<file path="config.mk">
export PLATFORM = sky130hd
export DESIGN_NAME = can_main_control_modes
export DESIGN_NICKNAME = d
export VERILOG_FILES = /design/src/core/can_main_control_pkg.sv /design/src/core/can_main_control_modes.sv /design/src/core/recessive_run_counter.sv
export SDC_FILE = /design/constraint.sdc
export NUM_CORES = 1
export LEC_CHECK = 0
export BUFFER_PORTS_ARGS = -buffer_cell sky130_fd_sc_hd__buf_2
export CORE_MARGIN = 5
export CORE_UTILIZATION = 41
export DETAILED_ROUTE_END_ITERATION = 6
export GPL_TIMING_DRIVEN = 0
export PLACE_DENSITY_LB_ADDON = 0.05
export SYNTH_ARGS = -nofsm -noshare
export SYNTH_HDL_FRONTEND = slang
export SYNTH_SLANG_ARGS = --single-unit
</file>
<file path="constraint.sdc">
create_clock -name pclk -period 1.7 [get_ports pclk]
set_input_delay 0.085 -clock pclk [delete_from_list [all_inputs] [get_ports pclk]]
set_output_delay 0.085 -clock pclk [all_outputs]
set_load 0.005 [all_outputs]
</file>
<file path="src/core/can_main_control_pkg.sv">
// Purpose: Shared constants and types of the CAN main control block.
// Assumes: One APB register word per offset, 32-bit data.
// Notes:   Offsets are byte addresses on the APB side.
//
// Notes on behaviour
// RULE1 - Control bit 0 set moves the controller into initialization mode and cleared returns it to normal operation.
// RULE2 - Control bit 1 written 1 asks for sleep mode and written 0 leaves sleep mode.
// RULE3 - With automatic wakeup chosen, hardware clears the sleep request bit when it sees activity on the receive line.
// RULE4 - After reset the control register reads 0x00010002, so the controller starts asleep.
// RULE5 - The transmit priority select bit picks identifier order at 0 and request order at 1.
// RULE6 - The lock select bit lets a new message overwrite a full unread FIFO at 0 and discards it at 1.
// RULE7 - The retransmit disable bit at 0 retries until success and at 1 sends each message once.
// RULE8 - With wakeup select at 0 only software ends sleep, at 1 a detected message ends it too.
// RULE9 - With automatic bus-off leaving set, bus-off ends after 128 runs of 11 recessive bits.
// RULE10 - With automatic bus-off leaving clear, software must set then clear the init request before the run count applies.
// RULE11 - With debug freeze set and the processor halted, the controller stops receiving and transmitting.
// RULE12 - A transmit error count above 255 puts the controller in bus-off, where it neither sends nor receives.
package can_main_control_pkg;

  localparam int unsigned ADDR_W = 12;

  // Register byte offsets.
  localparam logic [11:0] MAIN_CONTROL_OFFSET = 12'h000;
  localparam logic [11:0] MODE_STATUS_OFFSET  = 12'h004;

  // Control field positions.
  localparam int unsigned INIT_BIT         = 0;
  localparam int unsigned SLEEP_BIT        = 1;
  localparam int unsigned TX_PRIORITY_BIT  = 2;
  localparam int unsigned RX_LOCK_BIT      = 3;
  localparam int unsigned RETRANSMIT_BIT   = 4;
  localparam int unsigned WAKEUP_BIT       = 5;
  localparam int unsigned BUSOFF_LEAVE_BIT = 6;
  localparam int unsigned FREEZE_BIT       = 16;

  localparam logic [31:0] MAIN_CONTROL_RESET = 32'h0001_0002;
  localparam logic [31:0] MAIN_CONTROL_MASK  = 32'h0001_007F;

  // Status field positions.
  localparam int unsigned ST_INIT_BIT   = 0;
  localparam int unsigned ST_SLEEP_BIT  = 1;
  localparam int unsigned ST_BUSOFF_BIT = 2;
  localparam int unsigned ST_FROZEN_BIT = 3;
  localparam int unsigned ST_ENABLE_BIT = 4;
  localparam int unsigned ST_RX_BIT     = 5;

  // Bus-off entry and recovery figures.
  localparam logic [8:0]  BUSOFF_LIMIT       = 9'h0FF;
  localparam int unsigned RECESSIVE_RUN_BITS = 11;
  localparam int unsigned RECESSIVE_RUNS     = 128;

  typedef enum logic [1:0] {
    MODE_SLEEP  = 2'b00,
    MODE_INIT   = 2'b01,
    MODE_NORMAL = 2'b10
  } mode_e;

endpackage

</file>
<file path="src/core/can_main_control_modes.sv">
// Purpose: Main control register and mode sequencing of a CAN controller.
// Assumes: APB slave, zero wait states; bit_tick and debug_halt come from pclk logic.
// Notes:   can_rx is a pin and is synchronised before use.
//
// The APB register port was decided locally.
`timescale 1ns/1ps
module can_main_control_modes (
  // Clock and reset
  input  wire logic        pclk,
  input  wire logic        presetn,
  // APB slave
  input  wire logic [11:0] paddr,
  input  wire logic        psel,
  input  wire logic        penable,
  input  wire logic        pwrite,
  input  wire logic [31:0] pwdata,
  input  wire logic [3:0]  pstrb,
  output logic      [31:0] prdata,
  output logic             pready,
  output logic             pslverr,
  // Link and core status
  input  wire logic        can_rx,
  input  wire logic        bit_tick,
  input  wire logic [8:0]  tx_error_counter,
  input  wire logic        debug_halt,
  // Mode outputs
  output logic             init_mode,
  output logic             sleep_mode,
  output logic             busoff_flag,
  output logic             bus_enable,
  output logic             tx_priority_select,
  output logic             rx_lock_select,
  output logic             retransmit_disable
);

  can_main_control_pkg::mode_e mode_reg;
  can_main_control_pkg::mode_e mode_next;

  logic [31:0] ctrl_reg;
  logic [31:0] ctrl_next;
  logic        rx_meta_reg;
  logic        rx_sync_reg;
  logic        rx_prev_reg;
  logic        busoff_reg;
  logic        busoff_next;
  logic        init_set_seen_reg;
  logic        init_set_seen_next;
  logic        init_cycle_done_reg;
  logic        init_cycle_done_next;
  logic        frozen_next;
  logic        enable_next;
  logic [31:0] prdata_reg;
  logic [31:0] prdata_next;
  logic        pready_reg;
  logic        pslverr_reg;
  logic        pslverr_next;
  logic        init_mode_reg;
  logic        sleep_mode_reg;
  logic        busoff_flag_reg;
  logic        bus_enable_reg;
  logic        tx_pri_reg;
  logic        rx_lock_reg;
  logic        retx_reg;
  logic        boot_reg;
  logic        rx_activity;
  logic        recovery_done;
  logic        recovery_enable;
  logic        setup_phase;
  logic        ctrl_write;
  logic        addr_ctrl;
  logic        addr_status;

  // Receive pin synchroniser; the second stage and the third stage (rx_prev_reg, its delayed copy) are looked at.
  always_ff @(posedge pclk or negedge presetn) begin
    if (!presetn) begin
      rx_meta_reg <= 1'b1;
      rx_sync_reg <= 1'b1;
      rx_prev_reg <= 1'b1;
    end else begin
      rx_meta_reg <= can_rx;
      rx_sync_reg <= rx_meta_reg;
      rx_prev_reg <= rx_sync_reg;
    end
  end

  // A start-of-frame edge to dominant is taken as message activity.
  assign rx_activity = rx_prev_reg & ~rx_sync_reg;

  assign addr_ctrl   = (paddr == can_main_control_pkg::MAIN_CONTROL_OFFSET);
  assign addr_status = (paddr == can_main_control_pkg::MODE_STATUS_OFFSET);
  assign setup_phase = psel & ~penable;
  assign ctrl_write  = psel & penable & pready_reg & pwrite & addr_ctrl;

  // Control register: hardware wakeup clear first, a software write in the same cycle wins.
  always_comb begin
    ctrl_next = ctrl_reg;
    // RULE3 hardware sleep clear
    if (mode_reg == can_main_control_pkg::MODE_SLEEP && ctrl_reg[can_main_control_pkg::WAKEUP_BIT]
        && rx_activity) begin
      ctrl_next[can_main_control_pkg::SLEEP_BIT] = 1'b0;
    end
    if (ctrl_write) begin
      for (int i = 0; i < 4; i++) begin
        if (pstrb[i]) begin
          ctrl_next[8*i +: 8] = pwdata[8*i +: 8] & can_main_control_pkg::MAIN_CONTROL_MASK[8*i +: 8];
        end
      end
    end
  end

  // Mode sequencing; an init request outranks a sleep request in normal mode, but sleep mode is left only once the sleep request clears.
  always_comb begin
    mode_next = mode_reg;
    case (mode_reg)
      can_main_control_pkg::MODE_SLEEP: begin
        // RULE2 leave sleep
        // RULE8 wake on cleared request
        if (!ctrl_reg[can_main_control_pkg::SLEEP_BIT]) begin
          mode_next = ctrl_reg[can_main_control_pkg::INIT_BIT] ? can_main_control_pkg::MODE_INIT
                                                               : can_main_control_pkg::MODE_NORMAL;
        end
      end
      can_main_control_pkg::MODE_INIT: begin
        // RULE1 init exit
        if (!ctrl_reg[can_main_control_pkg::INIT_BIT]) begin
          mode_next = ctrl_reg[can_main_control_pkg::SLEEP_BIT] ? can_main_control_pkg::MODE_SLEEP
                                                                : can_main_control_pkg::MODE_NORMAL;
        end
      end
      can_main_control_pkg::MODE_NORMAL: begin
        // RULE1 init entry
        if (ctrl_reg[can_main_control_pkg::INIT_BIT]) begin
          mode_next = can_main_control_pkg::MODE_INIT;
        // RULE2 sleep entry
        end else if (ctrl_reg[can_main_control_pkg::SLEEP_BIT]) begin
          mode_next = can_main_control_pkg::MODE_SLEEP;
        end
      end
      default: begin
        mode_next = can_main_control_pkg::MODE_SLEEP;
      end
    endcase
  end

  // RULE10 init set then cleared
  assign recovery_enable = busoff_reg & (ctrl_reg[can_main_control_pkg::BUSOFF_LEAVE_BIT] | init_cycle_done_reg);

  // RULE9 recessive run count
  recessive_run_counter #(
    .RUN_BITS (can_main_control_pkg::RECESSIVE_RUN_BITS),
    .RUNS     (can_main_control_pkg::RECESSIVE_RUNS)
  ) u_recovery (
    .pclk     (pclk),
    .presetn  (presetn),
    .enable   (recovery_enable),
    .bit_tick (bit_tick),
    .rx_level (rx_sync_reg),
    .done     (recovery_done)
  );

  // Bus-off tracking; entry wins over recovery in the same cycle.
  always_comb begin
    busoff_next          = busoff_reg;
    init_set_seen_next   = init_set_seen_reg;
    init_cycle_done_next = init_cycle_done_reg;
    if (busoff_reg) begin
      if (ctrl_reg[can_main_control_pkg::INIT_BIT]) begin
        init_set_seen_next = 1'b1;
      end else if (init_set_seen_reg) begin
        init_cycle_done_next = 1'b1;
      end
      if (recovery_done) begin
        busoff_next = 1'b0;
      end
    end else begin
      init_set_seen_next   = 1'b0;
      init_cycle_done_next = 1'b0;
    end
    // RULE12 bus-off entry
    if (tx_error_counter > can_main_control_pkg::BUSOFF_LIMIT) begin
      busoff_next = 1'b1;
    end
  end

  // RULE11 debug freeze
  assign frozen_next = ctrl_reg[can_main_control_pkg::FREEZE_BIT] & debug_halt;
  // RULE12 no traffic in bus-off
  assign enable_next = (mode_next == can_main_control_pkg::MODE_NORMAL) & ~busoff_next & ~frozen_next;

  // APB answer is prepared in the setup cycle and shown in the single access cycle.
  always_comb begin
    prdata_next  = '0;
    pslverr_next = 1'b0;
    if (setup_phase) begin
      if (addr_ctrl) begin
        prdata_next = ctrl_reg;
      end else if (addr_status) begin
        prdata_next[can_main_control_pkg::ST_INIT_BIT]   = init_mode_reg;
        prdata_next[can_main_control_pkg::ST_SLEEP_BIT]  = sleep_mode_reg;
        prdata_next[can_main_control_pkg::ST_BUSOFF_BIT] = busoff_flag_reg;
        prdata_next[can_main_control_pkg::ST_FROZEN_BIT] = frozen_next;
        prdata_next[can_main_control_pkg::ST_ENABLE_BIT] = bus_enable_reg;
        prdata_next[can_main_control_pkg::ST_RX_BIT]     = rx_sync_reg;
      end else begin
        pslverr_next = 1'b1;
      end
    end
  end

  always_ff @(posedge pclk or negedge presetn) begin
    if (!presetn) begin
      // RULE4 reset value
      ctrl_reg            <= can_main_control_pkg::MAIN_CONTROL_RESET;
      mode_reg            <= can_main_control_pkg::MODE_SLEEP;
      busoff_reg          <= 1'b0;
      init_set_seen_reg   <= 1'b0;
      init_cycle_done_reg <= 1'b0;
      prdata_reg          <= '0;
      pready_reg          <= 1'b0;
      pslverr_reg         <= 1'b0;
      init_mode_reg       <= 1'b0;
      sleep_mode_reg      <= 1'b1;
      busoff_flag_reg     <= 1'b0;
      bus_enable_reg      <= 1'b0;
      tx_pri_reg          <= 1'b0;
      rx_lock_reg         <= 1'b0;
      retx_reg            <= 1'b0;
      boot_reg            <= 1'b1;
    end else begin
      ctrl_reg            <= ctrl_next;
      mode_reg            <= mode_next;
      busoff_reg          <= busoff_next;
      init_set_seen_reg   <= init_set_seen_next;
      init_cycle_done_reg <= init_cycle_done_next;
      prdata_reg          <= prdata_next;
      pready_reg          <= setup_phase;
      pslverr_reg         <= pslverr_next;
      init_mode_reg       <= (mode_next == can_main_control_pkg::MODE_INIT);
      sleep_mode_reg      <= (mode_next == can_main_control_pkg::MODE_SLEEP);
      busoff_flag_reg     <= busoff_next;
      bus_enable_reg      <= enable_next;
      // RULE5 priority order select
      tx_pri_reg          <= ctrl_reg[can_main_control_pkg::TX_PRIORITY_BIT];
      // RULE6 overrun lock select
      rx_lock_reg         <= ctrl_reg[can_main_control_pkg::RX_LOCK_BIT];
      // RULE7 single shot select
      retx_reg            <= ctrl_reg[can_main_control_pkg::RETRANSMIT_BIT];
      boot_reg            <= 1'b0;
    end
  end

  assign prdata             = prdata_reg;
  assign pready             = pready_reg;
  assign pslverr            = pslverr_reg;
  assign init_mode          = init_mode_reg;
  assign sleep_mode         = sleep_mode_reg;
  assign busoff_flag        = busoff_flag_reg;
  assign bus_enable         = bus_enable_reg;
  assign tx_priority_select = tx_pri_reg;
  assign rx_lock_select     = rx_lock_reg;
  assign retransmit_disable = retx_reg;
endmodule

</file>
<file path="src/core/recessive_run_counter.sv">
// Purpose: Counts runs of consecutive recessive bits for bus-off recovery.
// Assumes: bit_tick marks one sample point per bit, rx_level is synchronised.
// Notes:   done pulses once when the run total is reached.
`timescale 1ns/1ps
module recessive_run_counter #(
  parameter int unsigned RUN_BITS = 11,
  parameter int unsigned RUNS     = 128
) (
  // Clock and reset
  input  wire logic pclk,
  input  wire logic presetn,
  // Bit stream
  input  wire logic enable,
  input  wire logic bit_tick,
  input  wire logic rx_level,
  // Result
  output logic      done
);

  localparam int unsigned BIT_W = $clog2(RUN_BITS + 1);
  localparam int unsigned RUN_W = $clog2(RUNS + 1);
  localparam logic [BIT_W-1:0] LAST_BIT = BIT_W'(RUN_BITS - 1);
  localparam logic [RUN_W-1:0] LAST_RUN = RUN_W'(RUNS - 1);

  logic [BIT_W-1:0] bit_cnt_reg;
  logic [BIT_W-1:0] bit_cnt_next;
  logic [RUN_W-1:0] run_cnt_reg;
  logic [RUN_W-1:0] run_cnt_next;
  logic             done_reg;
  logic             done_next;

  always_comb begin
    bit_cnt_next = bit_cnt_reg;
    run_cnt_next = run_cnt_reg;
    done_next    = 1'b0;
    if (!enable) begin
      bit_cnt_next = '0;
      run_cnt_next = '0;
    end else if (bit_tick) begin
      // A dominant bit breaks the run; only whole runs count.
      if (!rx_level) begin
        bit_cnt_next = '0;
      end else if (bit_cnt_reg == LAST_BIT) begin
        bit_cnt_next = '0;
        if (run_cnt_reg == LAST_RUN) begin
          run_cnt_next = '0;
          done_next    = 1'b1;
        end else begin
          run_cnt_next = run_cnt_reg + 1'b1;
        end
      end else begin
        bit_cnt_next = bit_cnt_reg + 1'b1;
      end
    end
  end

  always_ff @(posedge pclk or negedge presetn) begin
    if (!presetn) begin
      bit_cnt_reg <= '0;
      run_cnt_reg <= '0;
      done_reg    <= 1'b0;
    end else begin
      bit_cnt_reg <= bit_cnt_next;
      run_cnt_reg <= run_cnt_next;
      done_reg    <= done_next;
    end
  end

  assign done = done_reg;

endmodule

</file>
==> results of run 1 <==
layer usage:
layer / vias to the layer above / global-route usage (%)
li1: 766 / -
met1: 682 / 15.85
met2: 57 / 22.50
met3: 7 / 3.991
met4: 0 / 3.547
met5: - / 0
area by class of cell:
| class | count | area, um^2 | share of cell area (%) |
|---|---|---|---|
| buffer | 27 | 191.4 | 7.044 |
| sequential | 45 | 1134 | 41.71 |
| clock inverter | 2 | 38.79 | 1.427 |
| timing repair buffer | 58 | 327.8 | 12.06 |
| tap | 67 | 83.83 | 3.085 |
| clock buffer | 6 | 72.57 | 2.670 |
| inverter | 12 | 45.04 | 1.657 |
| multi-input combinational | 126 | 824.5 | 30.34 |
Yosys cell counts (2+ instances only):
master     n  area, um^2
nor4_1     7       43.79
nor2_1    20       75.07
nand2b_1   2       12.51
a31oi_1    2       12.51
nand4_1    3       18.77
o21ai_0    3       15.01
dfstp_2    6       157.7
mux2i_1    5       50.05
clkbuf_1   2       7.510
ha_1       3       37.54
nand3_1    5       25.02
a21oi_1    8       40.04
nand2_1    7       26.28
o21a_1     2       15.01
inv_1     12       45.04
nor3_1     3       15.01
mux2_2     9       101.4
xnor2_1    6       52.55
nor4b_1    2       17.52
nor2b_1    3       18.77
buf_4     24       180.2
dfrtp_1   39       975.9
kinds of logic (layout without fill, tap and decap cells):
| group | count (synthesis) | count (layout) |
|---|---|---|
| AOI/OAI and AO/OA | 22 | 22 |
| xor gates and xnor gates | 6 | 6 |
| adders and majority gates | 3 | 3 |
| buffers and inverters | 39 | 105 |
| DFF | 45 | 45 |
| muxes | 14 | 14 |
| other | 1 | 24 |
| and+or+nand+nor | 57 | 57 |
what timing repair did:
action	in CTS	in global routing
cloned	0	0
hold endpoints to repair	42	0
setup buffers	3	4
pin swaps	0	3
hold buffers	4	0
resized for setup	0	10
endpoints found under the setup margin	5	15
cells in the final DEF, fill, tap and decap left out, drive strengths merged, types with 2 or more instances in the layout:
cell type and instances:
a21oi 8, nor2b 3, nor2 20, nand3 5, mux2i 5, dfrtp 39, nand4 3, ha 3
o21a 2, dlygate4sd3 4, clkbuf 8, nand2 7, a31oi 2, nor4 8, mux2 9, nor4b 2
buf 79, nand2b 2, xnor2 6, dfstp 6, nor3 3, o21ai 3, inv 12, conb 24
final timing paths:
| path | cells after the start | start | slack [ps] | to |
|---|---|---|---|---|
| worst min register to register | 0 | rx_meta_reg$_DFF_PN1_ | 360 | rx_sync_reg$_DFF_PN1_ |
| max in group asynchronous | 2 | presetn | 640 | u_recovery.bit_cnt_reg[3]$_DFFE_PN0P_ |
| worst max-delay path | 6 | u_recovery.bit_cnt_reg[0]$_DFFE_PN0P_ | 60 | u_recovery.run_cnt_reg[7]$_DFFE_PN0P_ |
| worst max register to register | 6 | u_recovery.bit_cnt_reg[0]$_DFFE_PN0P_ | 60 | u_recovery.run_cnt_reg[7]$_DFFE_PN0P_ |
| min in group asynchronous | 2 | presetn | 460 | pslverr$_DFF_PN0_ |
| worst min-delay path | 2 | pwdata[5] | 10 | ctrl_reg[5]$_DFFE_PN0P_ |
power groups by stage:
stage	logic, mW	clock network (mW)	registers [mW]
4_1_cts	0.157	0.825	1.09
5_1_grt	0.184	0.873	1.09
3_5_place_dp	0.150	0	1.11
6_report	0.161	0.799	1.09
2_1_floorplan	0.0814	0	1.11
3_3_place_gp	0.149	0	1.11
stage by stage:
stage	setup WS, ps	TNS [ps]	utilization [%]	std cells	power [mW]
floorplan	23.03	0	-	210	1.187
global placement	-267.7	-1981	51.50	324	1.256
detailed placement	-282.9	-2079	51.50	324	1.256
CTS	5.083	0	55.14	339	2.068
global route	-36.88	-84.27	56.78	343	2.146
finish	63.20	0	56.78	343	2.046
critical path, cell delays in order, from the launching register on:
cell and delay, ps:
dfrtp_1 410, inv_2 100, ha_4 140, nand3b_1 150
or4_1 490, a32oi_1 160, nor2_1 60
==> results.json, run 1 <==
{
  "status": "complete, no violations",
  "area_growth_syn_to_layout_pct": 31.96,
  "overflow": 0,
  "vias": 1512,
  "cts.path.max_buffers": 2,
  "async_reset_ff_share_pct": 100.0,
  "fin_crit_ps": 1637,
  "cp.arrival_ps": 1800,
  "period_share_pct": 96.28,
  "syn_area_um2": 2059,
  "layout-drive-gt1-share_pct": 39.49,
  "synth_mux_area_share_pct": 7.351,
  "top_layer": "met4",
  "die_y_um": 80.88,
  "drt_iter0_drc": 64,
  "switching_power_mw": 0.4429,
  "met1_length_um": 1724,
  "track_usage_pct": 13.07,
  "dieArea_um2": 6541,
  "powerDensity_nw_per_um2": 753.0,
  "via_per_inst": 4.408,
  "slew-limit-headroom_pct": 37.64,
  "fillCellCount": 424,
  "yosysWarnings": 0,
  "synth_edf_count": 0,
  "end_kind": "register",
  "core_um2": 4786,
  "gp_congestion": 0.7744,
  "tightest_slew_ps": 935.4,
  "sw_frac_of_total_pct": 21.64,
  "p_leak_nw": 1.350,
  "worst_clock_skew_ps": 11.11,
  "ys_ff_latch": 45,
  "routed-wl-met2_um": 1905,
  "fin_hold_ws_ps": 13.13,
  "grt_max_degree": 46,
  "wl_met3_um": 362,
  "clkPwrFrac_pct": 39.0,
  "required_ps": 1870,
  "final_area_um2": 2718,
  "synthAdderAreaFrac_pct": 1.823,
  "route.antenna.remaining_nets": 0,
  "drt_wl_total_um": 4031,
  "routedWlPerCell_um": 11.75,
  "initial_core_util_pct": 43.03,
  "setup_violations": 0,
  "clk_pin_slew_worst_paths_ps": 90,
  "grt_pass1_vias": 1527,
  "synth_top_flop_cell": "dfrtp_1",
  "final_nets": 343,
  "place_area_um2": 2465,
  "synth_seq_area_share_pct": 55.04,
  "clock-sinks": 45,
  "io_buffer_count": 47,
  "drc": 0,
  "maxSlewViolCount": 0,
  "synth_top_family_by_area": "simple AND/OR/NAND/NOR gates",
  "p_seq_share_pct": 53.1,
  "synth_compound_area_share_pct": 6.744,
  "yosys.area_share.xor_xnor_pct": 2.552,
  "numCtsBuffers": 5,
  "cts_tree": "built",
  "rows": 25,
  "hold_class": "input pin to register",
  "path_class": "register to register",
  "fmax_ghz": 0.6109,
  "io_pins": 106,
  "synth_cell_types": 36,
  "yosys.area_share.simple_pct": 14.82,
  "cp_max_fo": 3,
  "comb_power_share_pct": 7.9,
  "rsz0062_at_grt": "yes",
  "hold_violations": 0,
  "htree_num_levels": 2,
  "grt_pass1_wl_um": 6741,
  "num_antenna_cells": 0,
  "p_int_mw": 1.604,
  "antenna_found_initial": 0,
  "maxCapViolations": 0,
  "insertion_delay_ps": 300,
  "vdd_ir_drop_max_mv": 0.8959,
  "die_w_um": 80.88,
  "root_buffer": "clkbuf_8",
  "dp_hpwl_um": 2941,
  "start_kind": "register",
  "syn_area_per_cell_um2": 11.01,
  "syn-instance-count": 187,
  "drtPass1Iterations": 4
}
(Power assumes the default switching activity.)
==> run 2, diff against run 1 <==
--- a/config.mk
+++ b/config.mk
@@ -6,7 +6,6 @@
 export NUM_CORES = 1
 export LEC_CHECK = 0
 export BUFFER_PORTS_ARGS = -buffer_cell sky130_fd_sc_hd__buf_2
-export CORE_MARGIN = 5
 export CORE_UTILIZATION = 41
 export DETAILED_ROUTE_END_ITERATION = 6
 export GPL_TIMING_DRIVEN = 0
==> results.json, run 2 (synthesis gave the netlist of run 1 again) <==
{
  "area_growth_syn_to_layout_pct": 30.44,
  "cp_max_fo": 7,
  "setup_slack_ps": 82.66,
  "die_w_um": 72.88,
  "end_kind": "register",
  "drt_wl_total_um": 3958,
  "path_class": "input pin to register",
  "routedWlPerCell_um": 11.57,
  "htree_num_levels": 2,
  "maxCapViolations": 0,
  "layout-drive-gt1-share_pct": 39.27,
  "rows": 25,
  "initial_core_util_pct": 43.03,
  "vdd_ir_drop_max_mv": 0.3097,
  "clk_pin_slew_worst_paths_ps": 80,
  "io_pins": 106,
  "required_ps": 1880,
  "drt_iter0_drc": 48,
  "hold_violations": 0,
  "period_share_pct": 95.14,
  "area.sequential_um2": 1134,
  "drc": 0,
  "insertion_delay_ps": 290,
  "clock-sinks": 45,
  "gp_congestion": 0.7577,
  "fin_crit_ps": 1617,
  "final_common_cell": "buf_2",
  "finish.utilization_pct": 56.13,
  "cp.arrival_ps": 1790,
  "status": "complete, no violations",
  "via_per_inst": 4.468,
  "route.antenna.remaining_nets": 0,
  "multiInputGateArea_um2": 818.3,
  "start_kind": "input pin",
  "tightest_slew_ps": 964.9,
  "grt_pass1_vias": 1401,
  "grt_pass1_wl_um": 6154,
  "slew-limit-headroom_pct": 35.68,
  "die_y_um": 72.88,
  "overflow": 0,
  "layout_common_cells": "buf_2 (47), dfrtp_1 (39), buf_4 (30)",
  "io_buffer_count": 47,
  "grt_max_degree": 46,
  "report.power.total_mw": 1.930,
  "cts_tree": "built",
  "worst_clock_skew_ps": 3.962,
  "core_um2": 4786,
  "drtPass1Iterations": 4,
  "final_nets": 342,
  "fmax_ghz": 0.6183,
  "antenna_found_initial": 0,
  "fillCellCount": 427,
  "pre_cts_ws_ps": -286.4,
  "track_usage_pct": 15.35,
  "hold_class": "input pin to register",
  "powerDensity_nw_per_um2": 718.3,
  "p_leak_nw": 1.334,
  "setup_violations": 0,
  "numCtsBuffers": 5,
  "cts.path.max_buffers": 2,
  "num_antenna_cells": 0,
  "dp_hpwl_um": 2602,
  "dieArea_um2": 5311,
  "maxSlewViolCount": 0,
  "vias": 1528,
  "root_buffer": "clkbuf_8"
}
[run 2: cell types whose count changed in the layout (fill, tap and decap cells not counted), sizes merged]
cell | before | now
buf | 79 | 78
bufinv | 1 | 0
clkbuf | 8 | 9
clkinvlp | 0 | 1
clkinv | 1 | 0
[run 2: per-layer routing]
layer	up-vias	wire length (um)	track usage, %
met5	-	0	0
met2	59	1880	25.23
li1	765	-	-
met4	0	19	5.229
met1	702	1799	19.53
met3	2	259	4.282
[run 2: timing repair]
item / 4_1_cts / 5_1_grt
hold endpoints to repair: 42 / 0
pin swaps: 0 / 2
buffers inserted: 1 / 5
gates resized for setup: 1 / 8
hold buffers: 4 / 0
setup endpoints to repair: 5 / 13
[run 2: final cells by class]
type	count	share of cell area (%)
multi-input combinational	126	30.46
buffer	27	7.126
timing repair buffer	57	11.92
clock inverter	1	0.2795
inverter	12	1.677
tap	67	3.121
sequential	45	42.20
clock buffer	7	3.214
[run 2: worst paths after layout]
check	startpoint	end	slack, ps	depth (start not counted)
max in group asynchronous	presetn	u_recovery.run_cnt_reg[5]$_DFFE_PN0P_	620	2
hold / removal	pwdata[16]	ctrl_reg[16]$_DFFE_PN1P_	20	2
min in group asynchronous	presetn	bus_enable$_DFF_PN0_	480	2
hold reg to reg	rx_meta_reg$_DFF_PN1_	rx_sync_reg$_DFF_PN1_	360	0
setup / recovery	paddr[4]	ctrl_reg[5]$_DFFE_PN0P_	80	6
setup reg to reg	u_recovery.bit_cnt_reg[0]$_DFFE_PN0P_	u_recovery.run_cnt_reg[6]$_DFFE_PN0P_	100	7
[run 2: stage by stage]
| stage | instance area (um^2) | hold slack [ps] | setup TNS, ps | std cells |
|---|---|---|---|---|
| floorplan | 2146 | -210.6 | 0 | 210 |
| global placement | 2465 | 190.2 | -2097 | 324 |
| detailed placement | 2465 | 192.0 | -2105 | 324 |
| CTS | 2609 | 6.869 | 0 | 337 |
| global route | 2686 | 14.21 | -79.88 | 342 |
| finish | 2686 | 21.08 | 0 | 342 |
[run 2: worst max-delay path, stage by stage]
cell	delay (ps)
buf_2	100
nor4_1	410
nand3_1	300
nor4_4	320
buf_4	210
mux2_2	350
[run 2: power by group]
group / internal, mW / switching [mW] / leakage (nW) / total (mW)
Combinational: 0.0850 / 0.0830 / 0.695 / 0.168
Sequential: 1.08 / 0.00441 / 0.595 / 1.09
Clock: 0.330 / 0.346 / 0.0445 / 0.676
==> run 3, diff against run 2 <==
--- a/config.mk
+++ b/config.mk
@@ -10,6 +10,7 @@
 export DETAILED_ROUTE_END_ITERATION = 6
 export GPL_TIMING_DRIVEN = 0
 export PLACE_DENSITY_LB_ADDON = 0.05
+export RECOVER_POWER = 100
 export SYNTH_ARGS = -nofsm -noshare
 export SYNTH_HDL_FRONTEND = slang
 export SYNTH_SLANG_ARGS = --single-unit
==> results.json, run 3 (synthesis gave the netlist of run 1 again) <==
{
  "num_antenna_cells": 0,
  "report.power.total_mw": 1.934,
  "cp.arrival_ps": 1890,
  "critPathSlowestCell": "nor4_1",
  "setup_violations": 1,
  "pre_cts_ws_ps": -286.4,
  "drtPass1Iterations": 4,
  "p_int_mw": 1.496,
  "dieArea_um2": 5311,
  "powerDensity_nw_per_um2": 722.1,
  "initial_core_util_pct": 43.03,
  "status": "finished, violations left",
  "finish.utilization_pct": 55.97,
  "final_nets": 342,
  "dp_hpwl_um": 2602,
  "slew-limit-headroom_pct": 28.48,
  "setup_tns_ps": -7.380,
  "setup_slack_ps": -7.380,
  "route.antenna.remaining_nets": 0,
  "tightest_slew_ps": 1073,
  "clock-sinks": 45,
  "io_buffer_count": 47,
  "clkPwrFrac_pct": 35.2,
  "fin_crit_ps": 1707,
  "via_per_inst": 4.491,
  "path_class": "input pin to register",
  "grt_pass1_vias": 1401,
  "rows": 25,
  "vias": 1536,
  "layout_common_cells": "buf_2 (42), dfrtp_1 (39), buf_4 (29)",
  "hold_violations": 0,
  "cts.path.max_buffers": 2,
  "switching_power_mw": 0.4382,
  "sw_frac_of_total_pct": 22.65,
  "end_kind": "register",
  "place_area_um2": 2465,
  "cts_tree": "built",
  "worst_clock_skew_ps": 3.711,
  "cp_max_fo": 7,
  "core_um2": 4786,
  "fmax_ghz": 0.5857,
  "die_w_um": 72.88,
  "violations": "negative setup slack",
  "insertion_delay_ps": 290,
  "p_leak_nw": 1.316,
  "track_usage_pct": 15.35,
  "routedWlPerCell_um": 11.59,
  "final_area_um2": 2679,
  "maxSlewViolCount": 0,
  "area_growth_syn_to_layout_pct": 30.07,
  "vdd_ir_drop_max_mv": 0.3102,
  "start_kind": "input pin",
  "critPathTopFamily": "simple AND/OR/NAND/NOR gates",
  "hold_class": "input pin to register",
  "antenna_found_initial": 0,
  "die_y_um": 72.88,
  "path_cells": "buf_2 -> nor4_1 -> nand3_1 -> nor4_4 -> clkbuf_2 -> mux2_2",
  "drt_iter0_drc": 56,
  "root_buffer": "clkbuf_8",
  "htree_num_levels": 2,
  "fin_hold_ws_ps": 19.36,
  "gp_congestion": 0.7577,
  "period_share_pct": 100.4,
  "dp.cells": 324,
  "grt_pass1_wl_um": 6154,
  "final_cells": 342,
  "required_ps": 1880,
  "grt_max_degree": 46,
  "final_common_cell": "buf_2",
  "clk_pin_slew_worst_paths_ps": 80,
  "cpPeakStageDelay_ps": 420,
  "io_pins": 106,
  "comb_power_share_pct": 8.7,
  "drt_wl_total_um": 3964,
  "drc": 0,
  "numCtsBuffers": 5,
  "overflow": 0,
  "layout-drive-gt1-share_pct": 37.45,
  "p_seq_share_pct": 56.1,
  "maxCapViolations": 0,
  "critPathBufInv": 2
}
[run 3: changes by cell type in the layout (fill, tap and decap cells not counted), sizes merged]
cell | previous run | this run
buf | 78 | 72
clkbuf | 9 | 15
[run 3: area by class of cell]
| class | count | area [um^2] |
|---|---|---|
| inverters | 12 | 45.04 |
| clock inverters | 1 | 7.507 |
| multi-input cells | 126 | 818.3 |
| repair buffers | 57 | 312.8 |
| flip-flops and latches | 45 | 1134 |
| clock buffers | 7 | 86.33 |
| well taps | 67 | 83.83 |
| plain buffers | 27 | 191.4 |
| fillers | 428 | 2107 |
[run 3: per-layer routing]
layer	vias up	track usage (%)	routed length, um
met1	701	19.53	1795
li1	766	-	-
met3	6	4.282	255
met5	-	0	0
met2	63	25.23	1859
met4	0	5.229	54
[run 3: worst paths after layout]
kind	to	startpoint	cells after the start	slack, ps
max	ctrl_reg[5]$_DFFE_PN0P_	paddr[4]	6	-7
min	ctrl_reg[16]$_DFFE_PN1P_	pwdata[16]	2	20
max reg2reg	u_recovery.run_cnt_reg[6]$_DFFE_PN0P_	u_recovery.bit_cnt_reg[0]$_DFFE_PN0P_	7	100
min reg2reg	rx_sync_reg$_DFF_PN1_	rx_meta_reg$_DFF_PN1_	0	360
max in group asynchronous	u_recovery.run_cnt_reg[1]$_DFFE_PN0P_	presetn	2	530
min in group asynchronous	bus_enable$_DFF_PN0_	presetn	2	510
[run 3: what timing repair did]
action                     4_1_cts  5_1_grt
pin swaps                        0        2
setup endpoints to repair        5       13
hold endpoints to repair        42        0
gates resized for setup          1        8
cloned                           0        0
setup buffers                    1        5
hold buffers                     4        0
[run 3: power groups by stage]
stage               logic (mW)  registers [mW]  clock network [mW]
floorplan               0.0814            1.11                   0
global placement         0.150            1.11                   0
detailed placement       0.150            1.11                   0
CTS                      0.157            1.09               0.710
global route             0.191            1.09               0.748
finish                   0.168            1.09               0.681
[run 3: worst register-to-register path, stage by stage, from the launching register on]
cell	delay (ps)
dfrtp_1	400
inv_2	80
ha_1	170
nand3b_1	120
buf_4	210
nor4_4	290
xnor2_1	150
nor2_1	50
